File: src/pkg/spis_pkg.sv
/*
  Constants, register map and event carrier for the port event flag block.
  Assumes an APB slave at 32-bit data with byte addresses and one clock.
*/
// How it works
// - Cold presence change sets on device arrival or removal.
// - Cold presence flag only meaningful when cold detect capable is one.
// - Task file error sets on received status with error bit zero set.
// - Host bus fatal sets on unrecoverable system bus error.
// - Host bus data error sets on uncorrectable memory data error.
// - Link fatal error sets when a link error stops the transfer.
// - Link nonfatal error sets when a link error lets transfer continue.
// - Overflow sets when device sends more bytes than descriptors allow.
// - Wrong multiplier target sets on a FIS from an idle device.
// - Asynchronous notification FIS never sets wrong multiplier target.
// - Phy ready change is read-only mirror of serror toggle bit.
// - Mech switch change sets when the presence switch opens or closes.
// - Mech switch flag meaningful only with both switch capability bits.
// - Connect change is read-only mirror of serror exchange bit.
// - Writing one clears a sticky flag; writing zero leaves it.
// - Interrupt raised when a flag and its enable are both one.
// - Flags set and visible even when their enable is zero.
package spis_pkg;

  // ***************************************************************
  // Register map
  // ***************************************************************
  localparam logic [7:0]  EVENT_FLAGS_OFS   = 8'h10;
  localparam logic [7:0]  EVENT_ENABLES_OFS = 8'h14;
  localparam logic [31:0] FLAGS_RESET       = 32'h0000_0000;
  localparam logic [31:0] ENABLES_RESET     = 32'h0000_0000;
  // Fill count at the edge that fills the switch pipe with real pin samples and arms it
  localparam logic [1:0]  SYNC_FILL         = 2'h2;

  // ***************************************************************
  // Field positions
  // ***************************************************************
  localparam int COLD_POS  = 31;
  localparam int TFE_POS   = 30;
  localparam int HBF_POS   = 29;
  localparam int HBD_POS   = 28;
  localparam int LFE_POS   = 27;
  localparam int LNF_POS   = 26;
  localparam int OVF_POS   = 24;
  localparam int WMT_POS   = 23;
  localparam int PRC_POS   = 22;
  localparam int MECH_POS  = 7;
  localparam int CONN_POS  = 6;

  // Sticky write-one-to-clear bits and read-only mirror bits
  localparam logic [31:0] STICKY_MASK = 32'hFD80_0080;
  localparam logic [31:0] MIRROR_MASK = 32'h0040_0040;

  // ***************************************************************
  // Event carrier, one-cycle pulses from the port logic
  // ***************************************************************
  typedef struct packed {
    logic cold_presence;
    logic d2h_status_err;
    logic host_bus_fatal;
    logic host_bus_data;
    logic link_fatal;
    logic link_nonfatal;
    logic overflow;
    logic fis_no_command;
    logic fis_async_notify;
    logic switch_toggle;
  } spis_event_type;

endpackage

File: src/core/spis_port_flags.sv
/*
  Port event flag register with its enable register, on an APB slave.
  Assumes event inputs are one-cycle pulses on pclk and the serror bits are
  register levels from the same clock domain; the switch pin is asynchronous.
*/
// The APB register port is this design's own decision.
`timescale 1ns/100ps
module spis_port_flags (
  input  wire logic                     pclk,
  input  wire logic                     presetn,
  input  wire logic                     psel,
  input  wire logic                     penable,
  input  wire logic                     pwrite,
  input  wire logic [7:0]               paddr,
  input  wire logic [31:0]              pwdata,
  output logic      [31:0]              prdata,
  output logic                          pready,
  output logic                          pslverr,
  input  wire spis_pkg::spis_event_type events,
  input  wire logic                     serr_phy_ready_toggled,
  input  wire logic                     serr_exchange,
  input  wire logic                     mech_switch_pin,
  input  wire logic                     cold_detect_capable,
  input  wire logic                     mech_switch_supported,
  input  wire logic                     port_switch_present,
  output logic                          port_irq
);

  // ***************************************************************
  // Bus decode
  // ***************************************************************
  wire       acc_en   = psel && penable;
  wire       hit_flag = (paddr == spis_pkg::EVENT_FLAGS_OFS);
  wire       hit_en   = (paddr == spis_pkg::EVENT_ENABLES_OFS);
  wire       wr_flag  = acc_en && pwrite && hit_flag;
  wire       wr_en    = acc_en && pwrite && hit_en;

  assign pready  = 1'b1;
  assign pslverr = acc_en && !(hit_flag || hit_en);

  // ***************************************************************
  // Switch pin synchroniser
  // ***************************************************************
  logic [2:0] sw_sync_r;
  logic       sw_state_r;
  logic [1:0] fill_r;
  logic       sw_armed_r;
  wire        sw_agree = (sw_sync_r[1] == sw_sync_r[2]);

  // The pipe resets to zero, not to the pin; a pin idling high would
  // look like a toggle, so edges count only once real samples fill it.
  // Limitation: a switch change before the first pin sample after reset is lost.
  always_ff @(posedge pclk or negedge presetn) begin
    if (!presetn) begin
      fill_r     <= 2'h0;
      sw_armed_r <= 1'b0;
    end else if (!sw_armed_r) begin
      fill_r     <= fill_r + 2'h1;
      sw_armed_r <= (fill_r == spis_pkg::SYNC_FILL);
    end
  end

  always_ff @(posedge pclk or negedge presetn) begin
    if (!presetn) begin
      sw_sync_r  <= 3'h0;
      sw_state_r <= 1'b0;
    end else begin
      sw_sync_r <= {sw_sync_r[1:0], mech_switch_pin};
      if (!sw_armed_r) begin
        sw_state_r <= sw_sync_r[1];
      end else if (sw_agree) begin
        sw_state_r <= sw_sync_r[2];
      end
    end
  end
  wire sw_toggle = sw_armed_r && sw_agree && (sw_sync_r[2] != sw_state_r);
  wire mech_ok   = mech_switch_supported && port_switch_present;

  // ***************************************************************
  // Event vector
  // ***************************************************************
  logic [31:0] set_vec;
  always_comb begin
    set_vec = 32'h0000_0000;
    set_vec[spis_pkg::COLD_POS] = events.cold_presence && cold_detect_capable;
    set_vec[spis_pkg::TFE_POS]  = events.d2h_status_err;
    set_vec[spis_pkg::HBF_POS]  = events.host_bus_fatal;
    set_vec[spis_pkg::HBD_POS]  = events.host_bus_data;
    set_vec[spis_pkg::LFE_POS]  = events.link_fatal;
    set_vec[spis_pkg::LNF_POS]  = events.link_nonfatal;
    set_vec[spis_pkg::OVF_POS]  = events.overflow;
    set_vec[spis_pkg::WMT_POS]  = events.fis_no_command && !events.fis_async_notify;
    set_vec[spis_pkg::MECH_POS] = (sw_toggle || events.switch_toggle) && mech_ok;
  end

  // ***************************************************************
  // Sticky flags and enables
  // ***************************************************************
  logic [31:0] flags_r;
  logic [31:0] flags_nxt;
  logic [31:0] enables_r;
  wire  [31:0] clr_vec = wr_flag ? (pwdata & spis_pkg::STICKY_MASK) : 32'h0000_0000;

  assign flags_nxt = ((flags_r & ~clr_vec) | set_vec) & spis_pkg::STICKY_MASK;

  always_ff @(posedge pclk or negedge presetn) begin
    if (!presetn) begin
      flags_r <= spis_pkg::FLAGS_RESET;
    end else begin
      flags_r <= flags_nxt;
    end
  end

  always_ff @(posedge pclk or negedge presetn) begin
    if (!presetn) begin
      enables_r <= spis_pkg::ENABLES_RESET;
    end else if (wr_en) begin
      enables_r <= pwdata & (spis_pkg::STICKY_MASK | spis_pkg::MIRROR_MASK);
    end
  end

  logic [31:0] status_view;
  always_comb begin
    status_view = flags_r;
    status_view[spis_pkg::PRC_POS]  = serr_phy_ready_toggled;
    status_view[spis_pkg::CONN_POS] = serr_exchange;
  end

  // ***************************************************************
  // Read data and interrupt
  // ***************************************************************
  wire [31:0] rd_mux = hit_flag ? status_view : (hit_en ? enables_r : 32'h0000_0000);

  always_ff @(posedge pclk or negedge presetn) begin
    if (!presetn) begin
      prdata <= 32'h0000_0000;
    end else if (psel && !penable && !pwrite) begin
      prdata <= rd_mux;
    end
  end

  always_ff @(posedge pclk or negedge presetn) begin
    if (!presetn) begin
      port_irq <= 1'b0;
    end else begin
      port_irq <= |(status_view & enables_r);
    end
  end

  // ***************************************************************
  // Checks
  // ***************************************************************
  a_set_beats_clear: assert property (@(posedge pclk) disable iff (!presetn)
    set_vec[spis_pkg::TFE_POS] |=> flags_r[spis_pkg::TFE_POS])
    else $error("task file flag lost on set");

  a_w1c_clears: assert property (@(posedge pclk) disable iff (!presetn)
    (wr_flag && pwdata[spis_pkg::HBF_POS] && !set_vec[spis_pkg::HBF_POS])
      |=> !flags_r[spis_pkg::HBF_POS])
    else $error("host bus fatal not cleared");

  a_sticky_hold: assert property (@(posedge pclk) disable iff (!presetn)
    (flags_r[spis_pkg::OVF_POS] && !(wr_flag && pwdata[spis_pkg::OVF_POS]))
      |=> flags_r[spis_pkg::OVF_POS])
    else $error("overflow flag dropped");

  a_notify_excluded: assert property (@(posedge pclk) disable iff (!presetn)
    (events.fis_async_notify && !flags_r[spis_pkg::WMT_POS]) |=> !flags_r[spis_pkg::WMT_POS])
    else $error("notification set multiplier flag");

  a_cold_gated: assert property (@(posedge pclk) disable iff (!presetn)
    (!cold_detect_capable && !flags_r[spis_pkg::COLD_POS]) |=> !flags_r[spis_pkg::COLD_POS])
    else $error("cold flag set without capability");

  a_link_fatal_set: assert property (@(posedge pclk) disable iff (!presetn)
    events.link_fatal |=> flags_r[spis_pkg::LFE_POS])
    else $error("link fatal not captured");

  a_irq_follows: assert property (@(posedge pclk) disable iff (!presetn)
    (flags_r[spis_pkg::HBD_POS] && enables_r[spis_pkg::HBD_POS]) |=> port_irq)
    else $error("interrupt missing");

  a_mirror_phy: assert property (@(posedge pclk) disable iff (!presetn)
    (psel && !penable && !pwrite && hit_flag)
      |=> prdata[spis_pkg::PRC_POS] == $past(serr_phy_ready_toggled))
    else $error("phy ready mirror wrong");

  a_reserved_zero: assert property (@(posedge pclk) disable iff (!presetn)
    (psel && !penable && !pwrite && hit_flag)
      |=> (prdata[21:8] == 14'h0000) && !prdata[25])
    else $error("reserved flag bit set");

  a_cold_set: assert property (@(posedge pclk) disable iff (!presetn)
    (events.cold_presence && cold_detect_capable)
      |=> flags_r[spis_pkg::COLD_POS])
    else $error("cold presence change not captured");

  a_set_wins_clear: assert property (@(posedge pclk) disable iff (!presetn)
    (events.d2h_status_err && wr_flag && pwdata[spis_pkg::TFE_POS])
      |=> flags_r[spis_pkg::TFE_POS])
    else $error("clear beat a same-cycle set");

  a_bus_fatal_set: assert property (@(posedge pclk) disable iff (!presetn)
    events.host_bus_fatal
      |=> flags_r[spis_pkg::HBF_POS])
    else $error("host bus fatal not captured");

  a_bus_data_set: assert property (@(posedge pclk) disable iff (!presetn)
    events.host_bus_data
      |=> flags_r[spis_pkg::HBD_POS])
    else $error("host bus data error not captured");

  a_nonfatal_set: assert property (@(posedge pclk) disable iff (!presetn)
    events.link_nonfatal
      |=> flags_r[spis_pkg::LNF_POS])
    else $error("link nonfatal not captured");

  a_overflow_set: assert property (@(posedge pclk) disable iff (!presetn)
    events.overflow
      |=> flags_r[spis_pkg::OVF_POS])
    else $error("overflow not captured");

  a_wrong_target_set: assert property (@(posedge pclk) disable iff (!presetn)
    (events.fis_no_command && !events.fis_async_notify)
      |=> flags_r[spis_pkg::WMT_POS])
    else $error("multiplier flag not captured");

  a_switch_set: assert property (@(posedge pclk) disable iff (!presetn)
    (sw_toggle && mech_ok)
      |=> flags_r[spis_pkg::MECH_POS])
    else $error("switch change not captured");

  a_switch_gated: assert property (@(posedge pclk) disable iff (!presetn)
    (!mech_ok && !flags_r[spis_pkg::MECH_POS])
      |=> !flags_r[spis_pkg::MECH_POS])
    else $error("switch flag set without capability");

  a_mirror_conn: assert property (@(posedge pclk) disable iff (!presetn)
    (psel && !penable && !pwrite && hit_flag)
      |=> prdata[spis_pkg::CONN_POS] == $past(serr_exchange))
    else $error("connect mirror wrong");

  a_irq_quiet: assert property (@(posedge pclk) disable iff (!presetn)
    ((status_view & enables_r) == 32'h0000_0000)
      |=> !port_irq)
    else $error("interrupt without enabled flag");

  a_irq_mirror: assert property (@(posedge pclk) disable iff (!presetn)
    (serr_exchange && enables_r[spis_pkg::CONN_POS])
      |=> port_irq)
    else $error("mirror interrupt missing");

  a_disabled_visible: assert property (@(posedge pclk) disable iff (!presetn)
    (events.host_bus_fatal && !enables_r[spis_pkg::HBF_POS])
      |=> flags_r[spis_pkg::HBF_POS])
    else $error("disabled flag not set");

  a_enable_reserved: assert property (@(posedge pclk) disable iff (!presetn)
    (psel && !penable && !pwrite && hit_en)
      |=> (prdata & ~(spis_pkg::STICKY_MASK | spis_pkg::MIRROR_MASK)) == 32'h0000_0000)
    else $error("reserved enable bit set");

  a_zero_write_keeps: assert property (@(posedge pclk) disable iff (!presetn)
    (flags_r[spis_pkg::LFE_POS] && wr_flag && !pwdata[spis_pkg::LFE_POS])
      |=> flags_r[spis_pkg::LFE_POS])
    else $error("zero write cleared link fatal");

  a_w1c_cold: assert property (@(posedge pclk) disable iff (!presetn)
    (wr_flag && pwdata[spis_pkg::COLD_POS] && !set_vec[spis_pkg::COLD_POS])
      |=> !flags_r[spis_pkg::COLD_POS])
    else $error("cold flag not cleared");

  a_w1c_switch: assert property (@(posedge pclk) disable iff (!presetn)
    (wr_flag && pwdata[spis_pkg::MECH_POS] && !set_vec[spis_pkg::MECH_POS])
      |=> !flags_r[spis_pkg::MECH_POS])
    else $error("switch flag not cleared");

  a_switch_hold: assert property (@(posedge pclk) disable iff (!presetn)
    (flags_r[spis_pkg::MECH_POS] && !(wr_flag && pwdata[spis_pkg::MECH_POS]))
      |=> flags_r[spis_pkg::MECH_POS])
    else $error("switch flag dropped");

  a_target_hold: assert property (@(posedge pclk) disable iff (!presetn)
    (flags_r[spis_pkg::WMT_POS] && !(wr_flag && pwdata[spis_pkg::WMT_POS]))
      |=> flags_r[spis_pkg::WMT_POS])
    else $error("multiplier flag dropped");

  a_data_hold: assert property (@(posedge pclk) disable iff (!presetn)
    (flags_r[spis_pkg::HBD_POS] && !(wr_flag && pwdata[spis_pkg::HBD_POS]))
      |=> flags_r[spis_pkg::HBD_POS])
    else $error("host bus data flag dropped");

  a_cold_hold: assert property (@(posedge pclk) disable iff (!presetn)
    (flags_r[spis_pkg::COLD_POS] && !(wr_flag && pwdata[spis_pkg::COLD_POS]))
      |=> flags_r[spis_pkg::COLD_POS])
    else $error("cold flag dropped");

  a_tfe_hold: assert property (@(posedge pclk) disable iff (!presetn)
    (flags_r[spis_pkg::TFE_POS] && !(wr_flag && pwdata[spis_pkg::TFE_POS]))
      |=> flags_r[spis_pkg::TFE_POS])
    else $error("task file flag dropped");

  a_toggle_once: assert property (@(posedge pclk) disable iff (!presetn)
    sw_toggle
      |=> !sw_toggle)
    else $error("switch change counted twice");

endmodule // spis_port_flags

File: config.mk
export PLATFORM = sky130hd
export DESIGN_NAME = spis_port_flags
export DESIGN_NICKNAME = d
export VERILOG_FILES = /design/src/pkg/spis_pkg.sv /design/src/core/spis_port_flags.sv
export SDC_FILE = /design/constraint.sdc
export NUM_CORES = 1
export LEC_CHECK = 0
export BUFFER_PORTS_ARGS = -buffer_cell sky130_fd_sc_hd__clkbuf_2
export CAP_MARGIN = 20
export CORE_MARGIN = 1
export CORE_UTILIZATION = 41
export DETAILED_ROUTE_END_ITERATION = 12
export GPL_TIMING_DRIVEN = 0
export PLACE_DENSITY = 0.78
export SETUP_SLACK_MARGIN = 0.02
export SLEW_MARGIN = 5
export SYNTH_ARGS = -nofsm -noshare
export SYNTH_HDL_FRONTEND = slang
export SYNTH_SLANG_ARGS = --single-unit
File: constraint.sdc
create_clock -name pclk -period 1.5 [get_ports pclk]
set_clock_uncertainty 0.1 [all_clocks]
set_input_delay 0 -clock pclk [delete_from_list [all_inputs] [get_ports pclk]]
set_output_delay 0 -clock pclk [all_outputs]
set_load 0.02 [all_outputs]
# Word-level counts from Yosys, hierarchy flattened
# Cells that the tools add are included.
totals:
  reg_bits: 60
  in_bits: 61
classes:
  mux: 6
  eq_ne: 6
  reduce_logical: 20
  bitwise_logic: 4
  addsub: 1
op_table:
  columns: ["operator", "count"]
  rows:
  - ["32-bit 2-to-1 mux", 3]
  - ["32-bit bitwise AND", 2]
  - ["32-bit inverter", 1]
  - ["32-bit OR", 1]
  - ["32-bit OR reduction", 1]
  - ["8-bit by 5-bit equality test with 1-bit output, second input constant", 2]
  - ["1-bit logical AND", 13]
  - ["1-bit zero test", 4]
  - ["1-bit 2-to-1 mux", 3]
  - ["2-bit by 1-bit adder with 2-bit output, second input constant", 1]
  - ["2-bit equality test, second input constant", 1]
  - ["1-bit logical OR", 2]
  - ["2-bit by 1-bit != test with 1-bit output, second input constant", 1]
  - ["1-bit equality test", 1]
  - ["1-bit != test", 1]

# Longest topological paths before layout
# Gate-level depths: netlist of run 1.
logic_depth:
  ltp_word: 7
  ltp_mapped: 5
  depth_no_buf: 4

# Worst setup path before layout of run 1
# OpenSTA, ideal clock, no wires.
synth_path:
  kind: "input to register"
  start: "input port paddr[5]"
  end: "register enables_r[22]"
  arrival_ns: 1.274
  setup_ns: 0.125
  required_time_ns: 1.275
  cell_stages: 5
  setup_slack_ns: 0.001
  path_buffers: 1
  cell_sequence: "or4b_4 > nor3_2 > nand2_1 > buf_6 > mux2_4"
synth_between:
  elab_chain_len: 2
synth_rtl:
  columns: ["item", "line", "rtl"]
  rows:
  - ["from (decl)", "spis_port_flags.sv:14", "input wire logic [7:0] paddr,"]
  - ["8-bit by 5-bit equality test with 1-bit output", "spis_port_flags.sv:34", "wire hit_en = (paddr == spis_pkg::EVENT_ENABLES_OFS);"]
  - ["1-bit logical AND", "spis_port_flags.sv:36", "wire wr_en = acc_en && pwrite && hit_en;"]
  - ["to (signal assigned)", "spis_port_flags.sv:116", "enables_r <= spis_pkg::ENABLES_RESET;"]
  - ["to (signal assigned)", "spis_port_flags.sv:118", "enables_r <= pwdata & (spis_pkg::STICKY_MASK | spis_pkg::MIRROR_MASK);"]
  - ["to (decl)", "spis_port_flags.sv:101", "logic [31:0] enables_r;"]
# No other way between the ends.
# A chain may end at the register's enable or synchronous reset.

# Final worst setup path of run 1
layout_path:
  start: "register enables_r[22]"
  end: "register port_irq"
layout_between:
  elab_chain_len: 2
layout_rtl:
  columns: ["item", "line", "rtl"]
  rows:
  - ["32-bit bitwise AND", "spis_port_flags.sv:146", "port_irq <= |(status_view & enables_r);"]
  - ["32-bit OR reduction", "spis_port_flags.sv:146", null]
  - ["to (signal assigned)", "spis_port_flags.sv:146", null]
  - ["to (decl)", "spis_port_flags.sv:26", "output logic port_irq"]
# No other way between the ends.

==> reports/metrics.yaml, run 1 <==
pwr:
  powerDensity_nw_per_um2: 784
  p_leak_nw: 1.39
  finalPower_mw: 2.10
  worst_ir_drop_vdd_mv: 0.369
critical_path:
  required_ns: 1.57
  crit_type: "register to register"
  start_kind: "register"
  cp_max_fo: 3
  end_kind: "register"
  worstPathArrival_ns: 1.45
sta:
  timing.final.crit_share: 0.924
  worst_pin_slew_ns: 0.923
  hold_viol_final: 0
  rsz0062_at_grt: "no"
  finalSetupViolCount: 0
  maxSlewViolCount: 0
  whs_ns: 0.0339
  period_needed_ns: 1.39
  fmax_mhz: 721
  setup_ws_ns: 0.114
  slew_headroom: 0.384
layout:
  drive_gt1_frac: 0.371
  diodes: 0
  area_delta_synth_final_pct: 42.5
  finalNetCount: 334
grt:
  grt_usage: 0.183
  antenna_found_initial: 0
  grt_pass1_vias: 1511
  grt-ovfl-total: 0
  grt_pass1_wl_um: 6760
  grt_start_max_net_pins: 40
synthesis:
  synthDistinctLibCells: 35
  yosysTopAreaCell: "dfrtp_1"
  yosys-mux-area-fraction: 0.145
  yosysTopAreaCellShare: 0.520
  synth-edff-count: 0
  yosys.area_share.xor_xnor: 0.00467
  avgSynthCellArea_um2: 11.6
  synth_top_family_by_area: "multiplexers"
  synth_compound_area_frac: 0.109
  syn-cell-area_um2: 1880
  async_flop_share: 1.00
  ys.flop_type: "dfrtp_1"
  synth-simple-area-share: 0.103
  synth_area_leaders: "dfrtp_1 52%, buf_4 8.8%, mux2_4 8.0%"
  synth_most_common_cell: "dfrtp_1"
  synth_seq_cells: 39
  ys_warn_count: 0
  synth-adder-area-share: 0.00667
  postSynthCellCount: 162
  yosysSeqAreaShare: 0.520
  yosys-top-cells-count: "39 x dfrtp_1, 25 x nand2_1, 22 x buf_4"
die:
  die_y_um: 69.7
  core_area_um2: 4380
  rows: 24
  fp.dieW_um: 69.7
  start_util: 0.428
  ios: 96
  die-area_um2: 4850
route:
  post_drt_wl_per_cell_um: 12.3
  drt_first_pass_iters: 4
  via_count: 1473
  drc: 0
  drtAntennaViolNets: 0
  drtIter0Drc: 46
  viasPerCell: 4.55
  wl_um: 3970
hold_path:
  hold_path_class: "input port to register"
cts:
  cts_tree: "built"
  path_clk_slew_ns: 0.07
  cts.path.max_buffers: 2
  cts_buffers: 5
  clk_latency_ns: 0.29
  cts_num_sinks: 39
  cts_resized: 0
  cts.htree.levels: 2
  root_buffer: "clkbuf_8"
placement:
  place_worst_setup_slack_ns: -0.366
  gp_congestion: 0.740
  dp_hpwl_um: 2630
  io_buffers: 51
run_status:
  status: "completed"
flow_run:
  drv_cap: 0
-- path summary, 6_finish.rpt --
path / start / to / slack, ns / cells past startpoint
worst max-delay path: enables_r[22] / port_irq / 0.11 / 4
worst min-delay path: pwrite / prdata[31] / 0.03 / 4
worst max register to register: enables_r[22] / port_irq / 0.11 / 4
worst min register to register: sw_sync_r[0] / sw_sync_r[1] / 0.25 / 0
max in group asynchronous: presetn / enables_r[29] / 0.45 / 2
min in group asynchronous: presetn / prdata[31] / 0.28 / 2
-- sequential cells by signal, summed over array words and instances (netlist names) --
name        cells
fill_r          2
sw_armed_r      1
port_irq        1
flags_r         9
enables_r      11
prdata         11
sw_state_r      1
sw_sync_r       3
-- timing repair --
action                     4_1_cts  5_1_grt
buffers inserted                 2        0
hold buffers                    30        0
hold endpoints to repair        63        0
setup endpoints to repair        9        0
-- critical path, cell delays in order, from the launching register on --
cell	delay (ns)
dfrtp_1	0.40
a22o_1	0.22
a221oi_1	0.26
and3_1	0.22
nand2_1	0.06
-- layout by cell type (no fill, tap or decap), types with 3 or more instances in the layout --
master,n
mux2i_1,11
dfrtp_1,39
a21oi_1,3
buf_4,24
a22o_1,3
clkbuf_2,52
a21o_1,6
clkbuf_8,6
o21ai_1,10
mux2_4,10
dlygate4sd3_1,30
conb_1,22
nand2_1,25
-- layer usage --
layer	vias to the layer above	routed length, µm	global-route usage
li1	736	-	-
met1	688	1680	0.209
met2	42	2010	0.313
met3	7	211	0.0596
met4	0	68	0.0778
met5	-	0	0
-- power by group --
part           internal (mW)  switching, mW  total (mW)
registers               1.07         0.0108        1.08
clock network          0.360          0.347       0.707
logic                  0.163          0.149       0.312
total                   1.59          0.507        2.10
-- cells by family (layout without fill, tap and decap cells) --
logic type	count (synthesis)	in the layout
XOR/XNOR	1	1
multiplexers	22	22
AND/OR/NAND/NOR	37	37
AO/OA/AOI/OAI	31	31
buffers and inverters	29	119
adder cells (fa/ha/maj)	1	1
flip-flops	39	39
other	2	22
-- final cells by class --
cell class	instances	area (µm²)
tap	52	65.1
buffer	27	194
clock inverter	1	5.00
fill	368	1710
inverter	2	7.51
timing repair buffer	83	571
multi-input combinational	114	774
clock buffer	6	82.6
sequential	39	976
-- through the flow --
stage / util / cell area [µm²] / setup TNS, ns / std cells
after floorplan: - / 1950 / 0 / 182
after global placement: 0.518 / 2270 / -3.90 / 285
after detailed placement: 0.518 / 2270 / -4.72 / 285
after CTS: 0.610 / 2680 / 0 / 324
after global routing: 0.610 / 2680 / 0 / 324
final: 0.610 / 2680 / 0 / 324
No activity file was read; power rests on OpenSTA's default activity.
==> run 2, diff against run 1 <==
--- a/config.mk
+++ b/config.mk
@@ -11,6 +11,7 @@
 export CORE_UTILIZATION = 41
 export DETAILED_ROUTE_END_ITERATION = 12
 export GPL_TIMING_DRIVEN = 0
+export MAX_ROUTING_LAYER = met4
 export PLACE_DENSITY = 0.78
 export SETUP_SLACK_MARGIN = 0.02
 export SLEW_MARGIN = 5
==> reports/metrics.yaml, run 2 (synthesis results as in run 1) <==
critical_path:
  worstPathArrival_ns: 1.45  # about the same
  required_ns: 1.57  # about the same
  slowest_delay_ns: 0.40  # about the same
  crit_family: "compound AO/OA/AOI/OAI gates"
  critical_path.n_buffers_inverters: 0  # unchanged
  path_cells: "a22o_1 -> a221oi_1 -> and3_1 -> nand2_1"
  slowest_stage: "dfrtp_1"
  crit_type: "register to register"
  cp_max_fo: 3  # unchanged
  start_kind: "register"
  end_kind: "register"
route:
  drtIter0Drc: 37  # -20%
  wl_um: 3990  # +0.33%
  drtAntennaViolNets: 0  # unchanged
  drc: 0  # unchanged
  drt_first_pass_iters: 4  # unchanged
  via_count: 1473  # unchanged
  post_drt_wl_per_cell_um: 12.3  # +0.33%
  viasPerCell: 4.55  # unchanged
flow_run:
  drv_cap: 0  # unchanged
pwr:
  worst_ir_drop_vdd_mv: 0.369  # about the same
  p_leak_nw: 1.39  # unchanged
  powerDensity_nw_per_um2: 785  # about the same
  finalPower_mw: 2.10  # about the same
grt:
  grt_usage: 0.189  # +0.00590
  antenna_found_initial: 0  # unchanged
  grt_pass1_wl_um: 6790  # +0.40%
  grt-ovfl-total: 0  # unchanged
  grt_start_max_net_pins: 40  # unchanged
  grt_pass1_vias: 1502  # -0.60%
layout:
  fillerInstances: 368  # unchanged
  drive_gt1_frac: 0.371  # unchanged
  finalNetCount: 334  # unchanged
  area_delta_synth_final_pct: 42.5  # unchanged
  final_common_cell: "clkbuf_2"
  diodes: 0  # unchanged
  most-common-layout-cells: "52 x clkbuf_2, 39 x dfrtp_1, 30 x dlygate4sd3_1, 25 x nand2_1, 24 x buf_4"
  layoutNonFillerInstCount: 324  # unchanged
  top_regs: "enables_r x11, prdata x11, flags_r x9"
sta:
  maxSlewViolCount: 0  # unchanged
  fin_tns_setup_ns: 0  # unchanged
  timing.final.crit_share: 0.924  # about the same
  whs_ns: 0.0325  # -0.00142 ns
  setup_ws_ns: 0.113  # -0.000358 ns
  hold_viol_final: 0  # unchanged
  rsz0062_at_grt: "no"
  slew_headroom: 0.379  # -0.00549
  period_needed_ns: 1.39  # +0.000358 ns
  finalSetupViolCount: 0  # unchanged
  worst_pin_slew_ns: 0.932  # +0.00823 ns
  fmax_mhz: 721  # about the same
run_status:
  status: "completed"
hold_path:
  hold_path_class: "input port to register"
cts:
  cts_num_sinks: 39  # unchanged
  root_buffer: "clkbuf_8"
  cts.path.max_buffers: 2  # unchanged
  cts_buffers: 5  # unchanged
  cts.htree.levels: 2  # unchanged
  path_clk_slew_ns: 0.07  # about the same
  clk_latency_ns: 0.29  # about the same
  cts_tree: "built"
  cts_resized: 0  # unchanged
placement:
  place_worst_setup_slack_ns: -0.366  # unchanged
  dp_hpwl_um: 2630  # unchanged
  gp_congestion: 0.749  # +1.2%
  dp_cells: 285  # unchanged
  io_buffers: 51  # unchanged
die:
  start_util: 0.428  # unchanged
  die_y_um: 69.7  # unchanged
  die-area_um2: 4850  # unchanged
  core_area_um2: 4380  # unchanged
  fp.dieW_um: 69.7  # unchanged
  ios: 96  # unchanged
  rows: 24  # unchanged
[run 2: cell counts in the layout (fill, tap and decap cells not counted)]
Identical to the previous run, type by type.
[run 2: layout make-up]
| class | count | area (µm²) | share of cell area |
|---|---|---|---|
| clock buffer | 6 | 82.6 | 0.0309 |
| clock inverter | 1 | 5.00 | 0.00187 |
| sequential | 39 | 976 | 0.365 |
| inverter | 2 | 7.51 | 0.00281 |
| timing repair buffer | 83 | 571 | 0.213 |
| tap | 52 | 65.1 | 0.0243 |
| buffer | 27 | 194 | 0.0725 |
| multi-input combinational | 114 | 774 | 0.290 |
[run 2: final timing paths]
path | endpoint | start | cells past startpoint | slack (ns)
min reg2reg | sw_sync_r[1] | sw_sync_r[0] | 0 | 0.25
max | port_irq | enables_r[22] | 4 | 0.11
min | prdata[31] | pwrite | 4 | 0.03
max in group asynchronous | flags_r[23] | presetn | 2 | 0.44
max reg2reg | port_irq | enables_r[22] | 4 | 0.11
min in group asynchronous | prdata[31] | presetn | 2 | 0.28
[run 2: per-layer routing]
layer  vias up  share of wire  GRT usage
li1        737              -          -
met1       684           0.43      0.210
met5         -              0          -
met2        46           0.50      0.317
met3         6          0.052     0.0581
met4         0          0.014     0.0733
[run 2: report_power, final]
part / switching, mW / total [mW] / leakage [nW] / internal (mW)
Clock: 0.348 / 0.709 / 0.0470 / 0.360
Sequential: 0.0108 / 1.08 / 0.472 / 1.07
Combinational: 0.149 / 0.312 / 0.873 / 0.163
[run 2: worst register-to-register path: stages, from the launching register on]
cell and delay [ns]:
dfrtp_1 0.40, a22o_1 0.22, a221oi_1 0.26, and3_1 0.22, nand2_1 0.06
[run 2: stage by stage]
step            util  instance area [µm²]
6_report       0.610                 2680
5_1_grt        0.610                 2680
4_1_cts        0.610                 2680
3_5_place_dp   0.518                 2270
3_3_place_gp   0.518                 2270
2_1_floorplan      -                 1950
[run 2: what timing repair did]
item / in CTS / in global routing
endpoints found under the hold margin: 63 / 0
setup endpoints to repair: 9 / 0
hold buffers: 30 / 0
setup buffers: 2 / 0
==> run 3, diff against run 2 <==
--- a/config.mk
+++ b/config.mk
@@ -12,7 +12,7 @@
 export DETAILED_ROUTE_END_ITERATION = 12
 export GPL_TIMING_DRIVEN = 0
 export MAX_ROUTING_LAYER = met4
-export PLACE_DENSITY = 0.78
+export PLACE_DENSITY = 0.69
 export SETUP_SLACK_MARGIN = 0.02
 export SLEW_MARGIN = 5
 export SYNTH_ARGS = -nofsm -noshare
==> reports/metrics.yaml, run 3 (synthesis results as in run 1) <==
run_status:
  status: "completed"
route:
  viasPerCell: 4.53  # -0.34%
  drt_first_pass_iters: 4  # unchanged
  wl_um: 3840  # -3.6%
  via_count: 1468  # -0.34%
  post_drt_wl_per_cell_um: 11.9  # -3.6%
  drtIter0Drc: 44  # +19%
  drtAntennaViolNets: 0  # unchanged
  drc: 0  # unchanged
die:
  rows: 24  # unchanged
  die_y_um: 69.7  # unchanged
  die-area_um2: 4850  # unchanged
  core_area_um2: 4380  # unchanged
  fp.dieW_um: 69.7  # unchanged
  start_util: 0.428  # unchanged
  ios: 96  # unchanged
cts:
  cts_num_sinks: 39  # unchanged
  cts.path.max_buffers: 2  # unchanged
  root_buffer: "clkbuf_8"
  path_clk_slew_ns: 0.08  # about the same
  cts_resized: 0  # unchanged
  cts_tree: "built"
  cts_buffers: 5  # unchanged
  cts.htree.levels: 2  # unchanged
  clk_latency_ns: 0.29  # about the same
grt:
  use_met3: 0.0392  # -0.0189
  grt_usage: 0.184  # -0.00473
  grt.met2_usage: 0.320  # +0.00324
  grt_start_max_net_pins: 40  # unchanged
  antenna_found_initial: 0  # unchanged
  top_usage_layer: "met2"
  grt_pass1_wl_um: 6790  # unchanged
  grt_pass1_vias: 1550  # +3.2%
  grt_util_met1: 0.203  # -0.00713
  grt-ovfl-total: 0  # unchanged
critical_path:
  crit_type: "input port to register"
  required_ns: 1.58  # about the same
  worstPathArrival_ns: 1.39  # -0.06 ns
  end_kind: "register"
  start_kind: "input port"
  cp_max_fo: 9  # +6
sta:
  worst_pin_slew_ns: 0.923  # -0.00887 ns
  hold_viol_final: 0  # unchanged
  whs_ns: 0.0280  # -0.00449 ns
  fmax_mhz: 765  # +6.1%
  rsz0062_at_grt: "no"
  finalSetupViolCount: 0  # unchanged
  maxSlewViolCount: 0  # unchanged
  slew_headroom: 0.385  # +0.00591
  setup_ws_ns: 0.193  # +0.0792 ns
  timing.final.crit_share: 0.872  # -0.0528
  period_needed_ns: 1.31  # -0.0792 ns
layout:
  fillerInstances: 357  # -3.0%
  drive_gt1_frac: 0.371  # unchanged
  finalNetCount: 333  # -0.30%
  top_regs: "enables_r x11, prdata x11, flags_r x9"
  area_delta_synth_final_pct: 43.5
  most-common-layout-cells: "52 x clkbuf_2, 39 x dfrtp_1, 30 x dlygate4sd3_1, 25 x nand2_1, 23 x buf_4"
  utilization: 0.614  # +0.00399
  final_common_cell: "clkbuf_2"
  diodes: 0  # unchanged
pwr:
  finalPower_mw: 2.25  # +7.0%
  worst_ir_drop_vdd_mv: 0.709  # +92%
  powerDensity_nw_per_um2: 835  # +6.3%
  p_leak_nw: 1.40  # +0.40%
placement:
  place_worst_setup_slack_ns: -0.354  # +0.0114 ns
  gp_congestion: 0.763  # +1.9%
  dp_hpwl_um: 2630  # +0.31%
  io_buffers: 51  # unchanged
hold_path:
  hold_path_class: "input port to register"
flow_run:
  drv_cap: 0  # unchanged
run 3: routing by layer:
metal	vias to the layer above	part of all wire
met2	42	0.51
met1	687	0.43
met3	7	0.042
met5	-	0
li1	732	-
met4	0	0.017
run 3: worst max-delay path, cell delays in order:
cell and delay, ns:
clkbuf_2 0.08, or4b_4 0.57, nor4_4 0.27, buf_4 0.22, nand2_1 0.07, a22o_1 0.17
run 3: path summary, 6_finish.rpt:
kind                               start            end  slack, ns  depth (start not counted)
max                             paddr[5]    flags_r[23]       0.19                          6
min                             paddr[2]   enables_r[6]       0.03                          3
max reg2reg                enables_r[22]       port_irq       0.19                          4
min reg2reg                 sw_sync_r[0]   sw_sync_r[1]       0.25                          0
max in group asynchronous        presetn   enables_r[7]       0.46                          2
min in group asynchronous        presetn  enables_r[30]       0.27                          2
run 3: cell type report:
class | instances | area [µm²] | share of cell area
Clock inverter | 3 | 43.8 | 0.0163
Clock buffer | 5 | 68.8 | 0.0256
Inverter | 2 | 7.51 | 0.00279
Timing Repair Buffer | 82 | 563 | 0.209
Buffer | 27 | 194 | 0.0720
Multi-Input combinational cell | 114 | 774 | 0.288
Tap cell | 52 | 65.1 | 0.0242
Sequential cell | 39 | 976 | 0.362
run 3: report_power, final:
part	leakage [nW]	switching [mW]	internal, mW	total, mW
sequential	0.472	0.0106	1.07	1.08
clock	0.0581	0.363	0.495	0.857
combinational	0.867	0.149	0.163	0.312
run 3: through the flow:
step                      TNS, ns  std cells  instance area (µm²)
final                           0        324                 2690
after global routing            0        324                 2690
after CTS                       0        323                 2690
after detailed placement    -4.68        285                 2270
after global placement      -4.08        285                 2270
after floorplan                 0        182                 1950
run 3: what timing repair did:
item | 4_1_cts | 5_1_grt
hold buffers | 30 | 0
endpoints found under the setup margin | 9 | 2
hold endpoints to repair | 63 | 0
buffers inserted | 0 | 1
pin swaps | 1 | 1
